$ cat config.mk
export PLATFORM = sky130hd
export DESIGN_NAME = l1_substates_dpc_cap_regs
export DESIGN_NICKNAME = d
export VERILOG_FILES = /design/src/verilog/cap_regs_pkg.sv /design/src/verilog/cap_preload_if.sv /design/src/verilog/cap_preload.sv /design/src/verilog/l1_substates_dpc_cap_regs.sv
export VERILOG_INCLUDE_DIRS = /design/src /design/src/verilog
export SDC_FILE = /design/constraint.sdc
export NUM_CORES = 1
export LEC_CHECK = 0
export ABC_AREA = 1
export BUFFER_PORTS_ARGS = -buffer_cell sky130_fd_sc_hd__buf_2
export CELL_PAD_IN_SITES_DETAIL_PLACEMENT = 2
export CELL_PAD_IN_SITES_GLOBAL_PLACEMENT = 2
export CORE_MARGIN = 2
export CORE_UTILIZATION = 30
export CTS_CLUSTER_DIAMETER = 60
export DETAILED_ROUTE_END_ITERATION = 7
export PLACE_DENSITY = 0.85
export SLEW_MARGIN = 40
export SYNTH_ARGS = -nofsm -noshare
export SYNTH_HDL_FRONTEND = slang
export SYNTH_SLANG_ARGS = --single-unit
$ cat constraint.sdc
create_clock -name pclk -period 2.85 [get_ports pclk]
set_input_delay 0.4275 -clock pclk [delete_from_list [all_inputs] [get_ports pclk]]
set_output_delay 0.4275 -clock pclk [all_outputs]
set_load 0.02 [all_outputs]
$ cat src/verilog/cap_regs_cfg.svh
// Constants of the latency-limit, L1 substates and containment register bank.
// Assumes byte addressing inside a 4 KB extended configuration space.
`ifndef CAP_REGS_CFG_SVH
`define CAP_REGS_CFG_SVH

// ----------------------------------------------------------------------------
// Register byte offsets
// ----------------------------------------------------------------------------
`define OFF_LATENCY_LIMIT 12'h234
`define OFF_SS_HEADER 12'h240
`define OFF_SS_CAPS 12'h244
`define OFF_SS_CTRL1 12'h248
`define OFF_SS_CTRL2 12'h24C
`define OFF_DPC_HEADER 12'h250
`define OFF_DPC_CAPS 12'h254

// ----------------------------------------------------------------------------
// Field positions
// ----------------------------------------------------------------------------
`define POS_SNOOP_VAL 0
`define POS_SNOOP_SCL 10
`define POS_NOSNOOP_VAL 16
`define POS_NOSNOOP_SCL 26
`define POS_L11_SW 1
`define POS_L11_HW 3
`define POS_L1SS 4
`define POS_HDR_VER 16
`define POS_HDR_NEXT 20

// ----------------------------------------------------------------------------
// Fixed values and reset values
// ----------------------------------------------------------------------------
`define SS_CAP_ID 16'h001E
`define DPC_CAP_ID 16'h001D
`define CAP_VERSION 4'h1
`define SS_NEXT_UP 12'h260
`define SS_NEXT_DOWN 12'h250
`define DPC_NEXT 12'h000
`define DPC_MSG_NUM 5'h01
`define RST_LAT_VAL 10'h000
`define RST_LAT_SCL 3'h0
`define RST_L11_SW_CAP 1'h1
`define RST_L11_HW_CAP 1'h0
`define RST_L1SS_CAP 1'h1
`define RST_CTRL2 32'h00000000

// ----------------------------------------------------------------------------
// Timing counts
// ----------------------------------------------------------------------------
// Edges after reset release before the synchronised role pin is trusted
`define STRAP_FILL 2'h2

`endif

$ cat src/verilog/cap_regs_pkg.sv
// Types shared by the capability register bank and its preload module.
// Assumes cap_regs_cfg.svh supplies every number.
package cap_regs_pkg;

  // --------------------------------------------------------------------------
  // Register selection after address decode
  // --------------------------------------------------------------------------
  typedef enum logic [2:0] {
    SEL_LATENCY,
    SEL_SS_HEADER,
    SEL_SS_CAPS,
    SEL_SS_CTRL1,
    SEL_SS_CTRL2,
    SEL_DPC_HEADER,
    SEL_DPC_CAPS,
    SEL_NONE
  } reg_sel_e;

  // Capability defaults as preloaded
  typedef struct packed {
    logic l11_sw_cap; // Software-directed L1.1 supported
    logic l11_hw_cap; // Hardware-autonomous L1.1 supported
    logic l1ss_cap; // L1 substates supported
  } cap_bits_s;

endpackage : cap_regs_pkg

$ cat src/verilog/cap_preload_if.sv
// Carries preloaded capability bits from the loader to the register bank.
// Assumes both ends run on the same clock.
`timescale 1ns/100ps
interface cap_preload_if;
  import cap_regs_pkg::*;
  cap_bits_s caps; // Current capability bits

  modport loader (output caps);
  modport bank (input caps);
endinterface : cap_preload_if

$ cat src/verilog/cap_preload.sv
// Holds the capability bits that EEPROM autoload or SMBus/I2C may overwrite.
// Assumes load strobes are one-cycle pulses from logic on pclk.
`timescale 1ns/100ps
`include "cap_regs_cfg.svh"
module cap_preload import cap_regs_pkg::*; (
  input wire logic pclk,
  input wire logic presetn,
  input wire logic eeprom_load_valid,
  input wire cap_bits_s eeprom_caps,
  input wire logic smbus_load_valid,
  input wire logic smbus_l11_hw_cap,
  cap_preload_if.loader cap
);

  // --------------------------------------------------------------------------
  // State
  // --------------------------------------------------------------------------
  typedef struct packed {
    cap_bits_s caps; // Current capability defaults
  } loader_s;

  loader_s cur_ff; // Registered state
  loader_s nxt_cur; // Next state

  // Each load source overwrites only the bits it is allowed to touch
  always_comb begin
    nxt_cur = cur_ff;
    // Autoload may replace all three bits
    if (eeprom_load_valid) begin
      nxt_cur.caps = eeprom_caps;
    end
    // SMBus applied last so it wins a same-cycle collision on its bit
    if (smbus_load_valid) begin
      nxt_cur.caps.l11_hw_cap = smbus_l11_hw_cap;
    end
  end

  // Register the state; defaults advertise L1.1 software and L1 substates
  always_ff @(posedge pclk or negedge presetn) begin
    if (!presetn) begin
      cur_ff.caps.l11_sw_cap <= `RST_L11_SW_CAP;
      cur_ff.caps.l11_hw_cap <= `RST_L11_HW_CAP;
      cur_ff.caps.l1ss_cap <= `RST_L1SS_CAP;
    end else begin
      cur_ff <= nxt_cur;
    end
  end

  assign cap.caps = cur_ff.caps;

endmodule : cap_preload

$ cat src/verilog/l1_substates_dpc_cap_regs.sv
// Latency-limit upper/lower halves, L1 substates capability and the head of
// the containment capability, reached over APB.
// Assumes an APB master on pclk and a port-role strap pin that is static.
//
// Functional notes
// - Upstream no-snoop latency value, RW, reset zero
// - Upstream no-snoop scale RW bits 28:26, 31:29 reserved
// - No-snoop fields upstream only, share word 234h
// - Substates header: ID 001Eh, version 1, read-only
// - Next pointer 260h upstream, 250h downstream
// - Software L1.1 capability reads one, autoload overridable
// - Hardware L1.1 capability zero, SMBus/autoload overridable
// - L1 substates capability one, autoload overridable
// - Control bit 1: software L1.1 enable, RW
// - Control bit 3: hardware L1.1 enable, RW
// - Containment structure downstream only, header at 250h
// - Containment header: ID 001Dh, version 1, next 000h
// - Containment capability reports MSI vector 00001b
// - Snoop value bits 9:0, scale bits 12:10
`timescale 1ns/100ps
`include "cap_regs_cfg.svh"
module l1_substates_dpc_cap_regs import cap_regs_pkg::*; (
  input wire logic pclk,
  input wire logic presetn,
  input wire logic psel,
  input wire logic penable,
  input wire logic pwrite,
  input wire logic [11:0] paddr,
  input wire logic [31:0] pwdata,
  input wire logic [3:0] pstrb,
  output logic pready,
  output logic [31:0] prdata,
  output logic pslverr,
  input wire logic port_upstream_pin,
  input wire logic eeprom_load_valid,
  input wire logic [2:0] eeprom_caps,
  input wire logic smbus_load_valid,
  input wire logic smbus_l11_hw_cap,
  output logic port_is_upstream,
  output logic l11_sw_enable,
  output logic l11_hw_enable,
  output logic [31:0] latency_limit
);

  // --------------------------------------------------------------------------
  // State
  // --------------------------------------------------------------------------
  typedef struct packed {
    logic strap_meta; // First synchroniser stage of the role pin
    logic strap_sync; // Second synchroniser stage
    logic [1:0] strap_fill; // Edges since release, stops at the fill count
    logic strap_done; // Role has been captured
    logic upstream; // Captured role: 1 upstream, 0 downstream
    logic ready; // APB access-phase ready
    logic slverr; // APB error answer
    logic [31:0] rdata; // APB read data
    logic [9:0] snoop_val; // Snoop latency value
    logic [2:0] snoop_scl; // Snoop latency scale
    logic [9:0] nosnoop_val; // No-snoop latency value
    logic [2:0] nosnoop_scl; // No-snoop latency scale
    logic l11_sw_en; // Software-directed L1.1 enable
    logic l11_hw_en; // Hardware-autonomous L1.1 enable
  } bank_s;

  bank_s cur_ff; // Registered state
  bank_s nxt_cur; // Next state

  cap_preload_if preload (); // Capability bits from the loader

  // --------------------------------------------------------------------------
  // Capability preload
  // --------------------------------------------------------------------------
  cap_preload u_preload (
    .pclk (pclk),
    .presetn (presetn),
    .eeprom_load_valid (eeprom_load_valid),
    .eeprom_caps (cap_bits_s'(eeprom_caps)),
    .smbus_load_valid (smbus_load_valid),
    .smbus_l11_hw_cap (smbus_l11_hw_cap),
    .cap (preload.loader)
  );

  // --------------------------------------------------------------------------
  // Decode helpers
  // --------------------------------------------------------------------------

  // Address to register; structures absent for this role decode as none
  function automatic reg_sel_e decode(input logic [11:0] addr, input logic up);
    reg_sel_e sel;
    sel = SEL_NONE;
    unique case ({addr[11:2], 2'b00})
      `OFF_LATENCY_LIMIT: sel = up ? SEL_LATENCY : SEL_NONE;
      `OFF_SS_HEADER: sel = SEL_SS_HEADER;
      `OFF_SS_CAPS: sel = SEL_SS_CAPS;
      `OFF_SS_CTRL1: sel = SEL_SS_CTRL1;
      `OFF_SS_CTRL2: sel = SEL_SS_CTRL2;
      `OFF_DPC_HEADER: sel = up ? SEL_NONE : SEL_DPC_HEADER;
      `OFF_DPC_CAPS: sel = up ? SEL_NONE : SEL_DPC_CAPS;
      default: sel = SEL_NONE;
    endcase
    return sel;
  endfunction : decode

  // Extended capability header word
  function automatic logic [31:0] cap_header(input logic [15:0] id, input logic [11:0] next);
    logic [31:0] word;
    word = 32'h00000000;
    word[15:0] = id;
    word[`POS_HDR_VER +: 4] = `CAP_VERSION;
    word[`POS_HDR_NEXT +: 12] = next;
    return word;
  endfunction : cap_header

  // Latency limit word as stored; reserved bits stay zero
  function automatic logic [31:0] latency_word(input bank_s s);
    logic [31:0] word;
    word = 32'h00000000;
    word[`POS_SNOOP_VAL +: 10] = s.snoop_val;
    word[`POS_SNOOP_SCL +: 3] = s.snoop_scl;
    word[`POS_NOSNOOP_VAL +: 10] = s.nosnoop_val;
    word[`POS_NOSNOOP_SCL +: 3] = s.nosnoop_scl;
    return word;
  endfunction : latency_word

  // --------------------------------------------------------------------------
  // Next-state logic
  // --------------------------------------------------------------------------

  // Strap capture, APB answer and register writes
  always_comb begin
    reg_sel_e sel;
    logic [31:0] rd;
    logic [31:0] wmask;
    logic [31:0] merged;
    nxt_cur = cur_ff;
    sel = decode(paddr, cur_ff.upstream);
    rd = 32'h00000000;
    // Byte strobes widened to a bit mask
    wmask = {{8{pstrb[3]}}, {8{pstrb[2]}}, {8{pstrb[1]}}, {8{pstrb[0]}}};
    merged = (latency_word(cur_ff) & ~wmask) | (pwdata & wmask);

    // Role pin: only the second stage is read by logic
    nxt_cur.strap_meta = port_upstream_pin;
    nxt_cur.strap_sync = cur_ff.strap_meta;
    // Take the role once, only after both stages hold the pin; an earlier
    // capture would latch the reset value of the second stage instead
    if (cur_ff.strap_fill != `STRAP_FILL) begin
      nxt_cur.strap_fill = cur_ff.strap_fill + 2'h1;
    end else if (!cur_ff.strap_done) begin
      nxt_cur.upstream = cur_ff.strap_sync;
      nxt_cur.strap_done = 1'b1;
    end

    // Read data per register
    unique case (sel)
      SEL_LATENCY: rd = latency_word(cur_ff);
      SEL_SS_HEADER: rd = cap_header(`SS_CAP_ID, cur_ff.upstream ? `SS_NEXT_UP : `SS_NEXT_DOWN);
      SEL_SS_CAPS: begin
        rd[`POS_L11_SW] = preload.caps.l11_sw_cap;
        rd[`POS_L11_HW] = preload.caps.l11_hw_cap;
        rd[`POS_L1SS] = preload.caps.l1ss_cap;
      end
      SEL_SS_CTRL1: begin
        rd[`POS_L11_SW] = cur_ff.l11_sw_en;
        rd[`POS_L11_HW] = cur_ff.l11_hw_en;
      end
      SEL_SS_CTRL2: rd = `RST_CTRL2;
      SEL_DPC_HEADER: rd = cap_header(`DPC_CAP_ID, `DPC_NEXT);
      SEL_DPC_CAPS: rd[4:0] = `DPC_MSG_NUM;
      SEL_NONE: rd = 32'h00000000;
    endcase

    // Answer one cycle after setup: ready rises in the first access cycle
    nxt_cur.ready = psel && !penable;
    if (psel && !penable) begin
      nxt_cur.rdata = pwrite ? 32'h00000000 : rd;
      // Only addresses outside 234h..257h err; holes inside that span and absent structures read zero
      nxt_cur.slverr = (paddr < `OFF_LATENCY_LIMIT) || (paddr > (`OFF_DPC_CAPS + 12'h003));
    end else if (!psel) begin
      nxt_cur.rdata = 32'h00000000;
      nxt_cur.slverr = 1'b0;
    end

    // Write takes effect at the completing edge only
    if (psel && penable && cur_ff.ready && pwrite && !cur_ff.slverr) begin
      unique case (sel)
        SEL_LATENCY: begin
          nxt_cur.snoop_val = merged[`POS_SNOOP_VAL +: 10];
          nxt_cur.snoop_scl = merged[`POS_SNOOP_SCL +: 3];
          nxt_cur.nosnoop_val = merged[`POS_NOSNOOP_VAL +: 10];
          nxt_cur.nosnoop_scl = merged[`POS_NOSNOOP_SCL +: 3];
        end
        SEL_SS_CTRL1: begin
          if (pstrb[0]) begin
            nxt_cur.l11_sw_en = pwdata[`POS_L11_SW];
            nxt_cur.l11_hw_en = pwdata[`POS_L11_HW];
          end
        end
        // Read-only, reserved and absent words ignore writes
        SEL_SS_HEADER, SEL_SS_CAPS, SEL_SS_CTRL2, SEL_DPC_HEADER, SEL_DPC_CAPS, SEL_NONE: begin
          nxt_cur.l11_sw_en = cur_ff.l11_sw_en;
        end
      endcase
    end
  end

  // --------------------------------------------------------------------------
  // State register
  // --------------------------------------------------------------------------

  // Everything resets to constants; the role is taken after release
  always_ff @(posedge pclk or negedge presetn) begin
    if (!presetn) begin
      cur_ff.strap_meta <= 1'b0;
      cur_ff.strap_sync <= 1'b0;
      cur_ff.strap_fill <= 2'h0;
      cur_ff.strap_done <= 1'b0;
      cur_ff.upstream <= 1'b0;
      cur_ff.ready <= 1'b0;
      cur_ff.slverr <= 1'b0;
      cur_ff.rdata <= 32'h00000000;
      cur_ff.snoop_val <= `RST_LAT_VAL;
      cur_ff.snoop_scl <= `RST_LAT_SCL;
      cur_ff.nosnoop_val <= `RST_LAT_VAL;
      cur_ff.nosnoop_scl <= `RST_LAT_SCL;
      cur_ff.l11_sw_en <= 1'b0;
      cur_ff.l11_hw_en <= 1'b0;
    end else begin
      cur_ff <= nxt_cur;
    end
  end

  // --------------------------------------------------------------------------
  // Outputs, all straight from flip-flops
  // --------------------------------------------------------------------------
  assign pready = cur_ff.ready;
  assign prdata = cur_ff.rdata;
  assign pslverr = cur_ff.slverr;
  assign port_is_upstream = cur_ff.upstream;
  assign l11_sw_enable = cur_ff.l11_sw_en;
  assign l11_hw_enable = cur_ff.l11_hw_en;
  // Downstream ports hold the word at zero since it is never writable there
  assign latency_limit = {3'b000, cur_ff.nosnoop_scl, cur_ff.nosnoop_val, 3'b000, cur_ff.snoop_scl, cur_ff.snoop_val};

endmodule : l1_substates_dpc_cap_regs
Word-level counts from Yosys, hierarchy flattened
Index checks and enable logic that the tools add are counted.
{ "word_totals": {"reg_bits": 71, "inputBits": 60, "out_inout_bits": 69, "wordCells": 75} }
{ "classes": {"add_sub_neg": 1, "magnitude_cmp": 2, "eq_ne": 16, "muxes": 16, "bitwise_logic": 6, "n_reduce_logical": 17} }
{ "op_table": {"columns": ["operator", "count"], "rows": [
  ["$pmux 25 s3", 1],
  ["$eq 10x8->1 const B", 7],
  ["$mux 33", 2],
  ["$and 29x29->29", 2],
  ["$mux 32", 1],
  ["$not 29->29", 1],
  ["$or 29x29->29", 1],
  ["$pmux 3 s7", 1],
  ["$eq 3x3->1 const B", 4],
  ["$gt 12x10->1 const B", 1],
  ["$lt 12x10->1 const B", 1],
  ["$pmux 1 s5", 2],
  ["$eq 3x2->1 const B", 2],
  ["$mux 6", 1],
  ["$logic_and 1x1->1", 5],
  ["$mux 2", 2],
  ["$pmux 1 s2", 2],
  ["$reduce_and 2->1", 2],
  ["$reduce_or 2->1", 2],
  ["$reduce_or 4->1", 1],
  ["$eq 3x1->1 const B", 1],
  ["$logic_not 3->1", 1],
  ["$mux 3", 1],
  ["$pmux 1 s3", 1],
  ["other kinds (10)", 13]
]} }

Longest topological paths before layout
{ "logic_depth": {"depth_word": 7, "mapped_depth": 14, "ltp_nobuf": 14} }

Hierarchy
Synthesis repeated with hierarchy kept, for this count alone.
{ "unflattened": {"cells_unflattened": 501, "area_unflattened_um2": 3953.8} }
{ "modules_own_cells": {"columns": ["mod", "instances", "cells_each", "area_each_um2", "seq_area_each_um2"], "rows": [
  ["l1_substates_dpc_cap_regs", 1, 486, 3826.2, 1576.5],
  ["cap_preload", 1, 15, 127.6, 77.6]
]} }

Worst setup path before layout
OpenSTA, ideal clock, no wires.
{ "synth_path": {"kind": "input-to-reg", "start": "in paddr[10]", "end": "reg with a tool-made name", "setup_ns": 0.117, "arrival_ns": 1.748, "required_ns": 2.733, "setup_slack_ns": 0.984, "cell_stages": 13, "n_path_buf": 1, "path_cell_list": "inv_1 nand2_2 nor2_1 nand4_1 nand2_2 nor2_1 nor2_4 nand2_4 nor2_8 buf_6 nand3_2 nand2_1 nand2_1"} }
{ "synth_lines": {"columns": ["element", "line_no", "rtl"], "rows": [
  ["start: declaration", "l1_substates_dpc_cap_regs.sv:28", "input wire logic [11:0] paddr,"]
]} }

==> impl_table.tex <==
\begin{tabular}{lr}
\hline
Metric & Value \\
\hline
\multicolumn{2}{l}{\textbf{Route}} \\
Post-route DRC & 0 \\
Mean routed wirelength per cell & 16.2 um \\
Via count normalized by instance count & 4.71 \\
Post-route ant nets & 0 \\
DR iter-0 viols & 132 \\
Routed WL & 11600 um \\
Total number of vias & 3357 \\
Number of search-and-repair iterations in the first detailed-routing pass & 4 \\
\multicolumn{2}{l}{\textbf{Yosys}} \\
Part of the Yosys area used for sequential elements & 44.0\% \\
Flops \& latches, synth & 66 \\
Yosys Warn Count & 0 \\
Netlist area before placement & 3760 um\^{}2 \\
Share of async-settable or async-resettable flops after synthesis & 100\% \\
Post-synthesis cell count & 476 \\
Predominant post-synthesis flop cell & sky130\_fd\_sc\_hd\_\_dfrtp\_1 \\
Syn\_area\_per\_cell & 7.90 um\^{}2 \\
Unique masters post-synth & 33 \\
Number of enable flip-flop cells after synthesis & 0 \\
\multicolumn{2}{l}{\textbf{Placement}} \\
Port buffer count & 109 \\
Final HPWL from detailed placement & 8920 um \\
Worst setup slack before clock tree synthesis & 0.268 ns \\
Final weighted congestion of routability-driven global placement & 0.819 \\
\multicolumn{2}{l}{\textbf{Cells and area}} \\
Filler instances & 1442 \\
Share of post-route cells with drive strength above 1 & 30.1\% \\
Final core utilization & 36.2\% \\
\# diodes & 0 \\
Layout net count & 600 \\
Synthesis-to-layout area growth & 16.6\% \\
Most common library cell in the layout ignoring fill and taps & sky130\_fd\_sc\_hd\_\_nand2\_1 \\
Leading cell types in the layout, fill and taps excluded & 160 x sky130\_fd\_sc\_hd\_\_nand2\_1, 108 x sky130\_fd\_sc\_hd\_\_buf\_2, 64 x sky130\_fd\_sc\_hd\_\_dfrtp\_1, 38 x sky130\_fd\_sc\_hd\_\_nand4\_1, 29 x sky130\_fd\_sc\_hd\_\_inv\_1 \\
\multicolumn{2}{l}{\textbf{STA}} \\
Final hold viol count & 0 \\
Number of max-slew violations in the final report & 0 \\
Minimum period implied by the final worst setup slack & 2.33 ns \\
Final Cycle Share & 81.9\% \\
Worst hold margin & 0.0377 ns \\
Fmax & 0.429 GHz \\
Unrepaired setup endpoints after global routing & false \\
Final setup fails & 0 \\
Final worst clock skew & 0.00939 ns \\
Worst Setup Slack, final & 0.517 ns \\
Setup tns final & 0 ns \\
\multicolumn{2}{l}{\textbf{GRT}} \\
Global-route wire length before repair & 18800 um \\
Antenna violations before repair & 0 \\
Maximum number of pins on one net before global-route repair & 34 \\
Overall fraction of global-route tracks in use & 18.3\% \\
Vias in the first global route & 3736 \\
Remaining Overflow, GRT & 0 \\
\multicolumn{2}{l}{\textbf{Setup path}} \\
Critical Path Start & port\_is\_upstream\$\_DFFE\_PN0P\_ \\
Reg-to-reg startpoint & port\_is\_upstream\$\_DFFE\_PN0P\_ \\
FF-to-FF path depth & 9 \\
CP Max Fanout & 20 \\
Kind of critical path & flip-flop to flip-flop \\
Critical path data arrival time & 2.56 ns \\
Crit. End Element & flip-flop \\
CP startpoint kind & flip-flop \\
Slack of the worst reg-to-reg path & 0.52 ns \\
Required time reported for the critical path endpoint & 3.07 ns \\
\multicolumn{2}{l}{\textbf{Die}} \\
Vertical extent of the die & 116 um \\
Die extent in x & 116 um \\
Starting density of the core & 31.1\% \\
Boundary Pins & 129 \\
Total number of placement rows & 40 \\
Area of the die & 13500 um\^{}2 \\
Core Area & 12100 um\^{}2 \\
\multicolumn{2}{l}{\textbf{Clocking}} \\
CTS sink count & 66 \\
Setup fix buffers added after clock tree synthesis & 0 \\
Cts repair resizes & 0 \\
Root buf cell & sky130\_fd\_sc\_hd\_\_clkbuf\_16 \\
CTS tree & done \\
Number of clock buffers inserted by TritonCTS & 9 \\
Bufs on Longest Clock Path & 2 \\
Clock transition at the registers of the reported paths & 0.06 ns \\
Post-cts hold buffer count & 0 \\
H-tree lvl count & 3 \\
Clock latency on the worst-skew pair & 0.34 ns \\
\multicolumn{2}{l}{\textbf{Power and ir drop}} \\
Leakage power figure & 2.52 nW \\
Peak ir drop on the vdd network & 0.247 mV \\
Power Dens Cells & 509 nW/um\^{}2 \\
Total power & 2.23 mW \\
\multicolumn{2}{l}{\textbf{Worst hold path}} \\
Hold Path Class & input pin to async pin \\
\multicolumn{2}{l}{\textbf{Flow run}} \\
Number of max-cap violations & 0 \\
\multicolumn{2}{l}{\textbf{Status}} \\
Status & completed \\
\hline
\end{tabular}
## how the worst min path moves through the flow
stage	startpoint	end	slack, ns	cells after the start
floorplan	presetn	async pin	0.13	0
global placement	cur_ff[67]$_DFF_PN0_	cur_ff[66]$_DFF_PN0_	0.34	0
detailed placement	cur_ff[67]$_DFF_PN0_	cur_ff[66]$_DFF_PN0_	0.36	0
CTS	port_upstream_pin	cur_ff[67]$_DFF_PN0_	0.19	1
global route	presetn	prdata[3]$_DFFE_PN0P_	0.07	1
finish	presetn	prdata[1]$_DFFE_PN0P_	0.04	1
## through the flow
stage          instance area (um^2)  instances
2_1_floorplan                  3800        486
3_3_place_gp                   4080        696
3_5_place_dp                   4080        696
4_1_cts                        4390        712
5_1_grt                        4390        712
6_report                       4390        712
## layout make-up
type | count | area, um^2 | area share [%]
clock buffer | 10 | 239 | 5.45
clock inverter | 6 | 66.3 | 1.51
inverter | 35 | 131 | 2.99
multi-input combinational | 309 | 1470 | 33.5
sequential | 66 | 1650 | 37.7
tap | 168 | 210 | 4.79
timing repair buffer | 118 | 616 | 14.0
## metal layers
| metal | track usage [%] | part of all wire (%) | vias to the layer above |
|---|---|---|---|
| li1 | - | - | 1587 |
| met1 | 22.3 | 43 | 1675 |
| met2 | 32.7 | 51 | 84 |
| met3 | 3.29 | 4.7 | 11 |
| met4 | 6.19 | 1.5 | 0 |
| met5 | 0 | 0 | - |
## power breakdown
part           internal (mW)  total (mW)  switching, mW
clock                  0.702        1.12          0.423
combinational         0.0457       0.152          0.106
sequential             0.948       0.955        0.00660
## Yosys cell counts (2+ instances only)
| master | number | area, um^2 |
|---|---|---|
| sky130_fd_sc_hd__a21oi_1 | 6 | 30.0 |
| sky130_fd_sc_hd__inv_2 | 5 | 18.8 |
| sky130_fd_sc_hd__dfrtp_1 | 64 | 1600 |
| sky130_fd_sc_hd__inv_1 | 29 | 109 |
| sky130_fd_sc_hd__buf_2 | 2 | 10.0 |
| sky130_fd_sc_hd__buf_4 | 66 | 495 |
| sky130_fd_sc_hd__dfstp_2 | 2 | 52.6 |
| sky130_fd_sc_hd__nand4_1 | 38 | 238 |
| sky130_fd_sc_hd__o21ai_0 | 8 | 40.0 |
| sky130_fd_sc_hd__nor2_1 | 27 | 101 |
| sky130_fd_sc_hd__o211ai_1 | 2 | 15.0 |
| sky130_fd_sc_hd__nor2_4 | 4 | 45.0 |
| sky130_fd_sc_hd__nand2_1 | 160 | 601 |
| sky130_fd_sc_hd__mux2_2 | 3 | 33.8 |
| sky130_fd_sc_hd__nand3_2 | 4 | 40.0 |
| sky130_fd_sc_hd__clkbuf_1 | 6 | 22.5 |
| sky130_fd_sc_hd__nand2_2 | 4 | 25.0 |
| sky130_fd_sc_hd__nand3_1 | 28 | 140 |
| sky130_fd_sc_hd__nor2_2 | 4 | 25.0 |
## cell families (layout without fill, tap and decap cells)
family | after synthesis | after routing | synth area share, %
flops | 66 | 66 | 44.0
mux | 3 | 3 | 0.898
xor+xnor | 1 | 1 | 0.233
simple gates | 274 | 274 | 33.8
compound gates | 19 | 19 | 2.79
buf+inv | 111 | 169 | 17.9
other cells | 1 | 11 | 0.0997
fa+ha+maj | 1 | 1 | 0.333
## critical path: stages (launching register included)
cell	delay, ns
sky130_fd_sc_hd__dfrtp_1	0.49
sky130_fd_sc_hd__inv_1	0.18
sky130_fd_sc_hd__nand3_1	0.20
sky130_fd_sc_hd__nand3_1	0.11
sky130_fd_sc_hd__nor2_2	0.32
sky130_fd_sc_hd__nand2_4	0.14
sky130_fd_sc_hd__nor2_8	0.31
sky130_fd_sc_hd__nand3_2	0.25
sky130_fd_sc_hd__nand2_1	0.15
sky130_fd_sc_hd__nand2_1	0.06
Power figures use the tool's default switching activity.
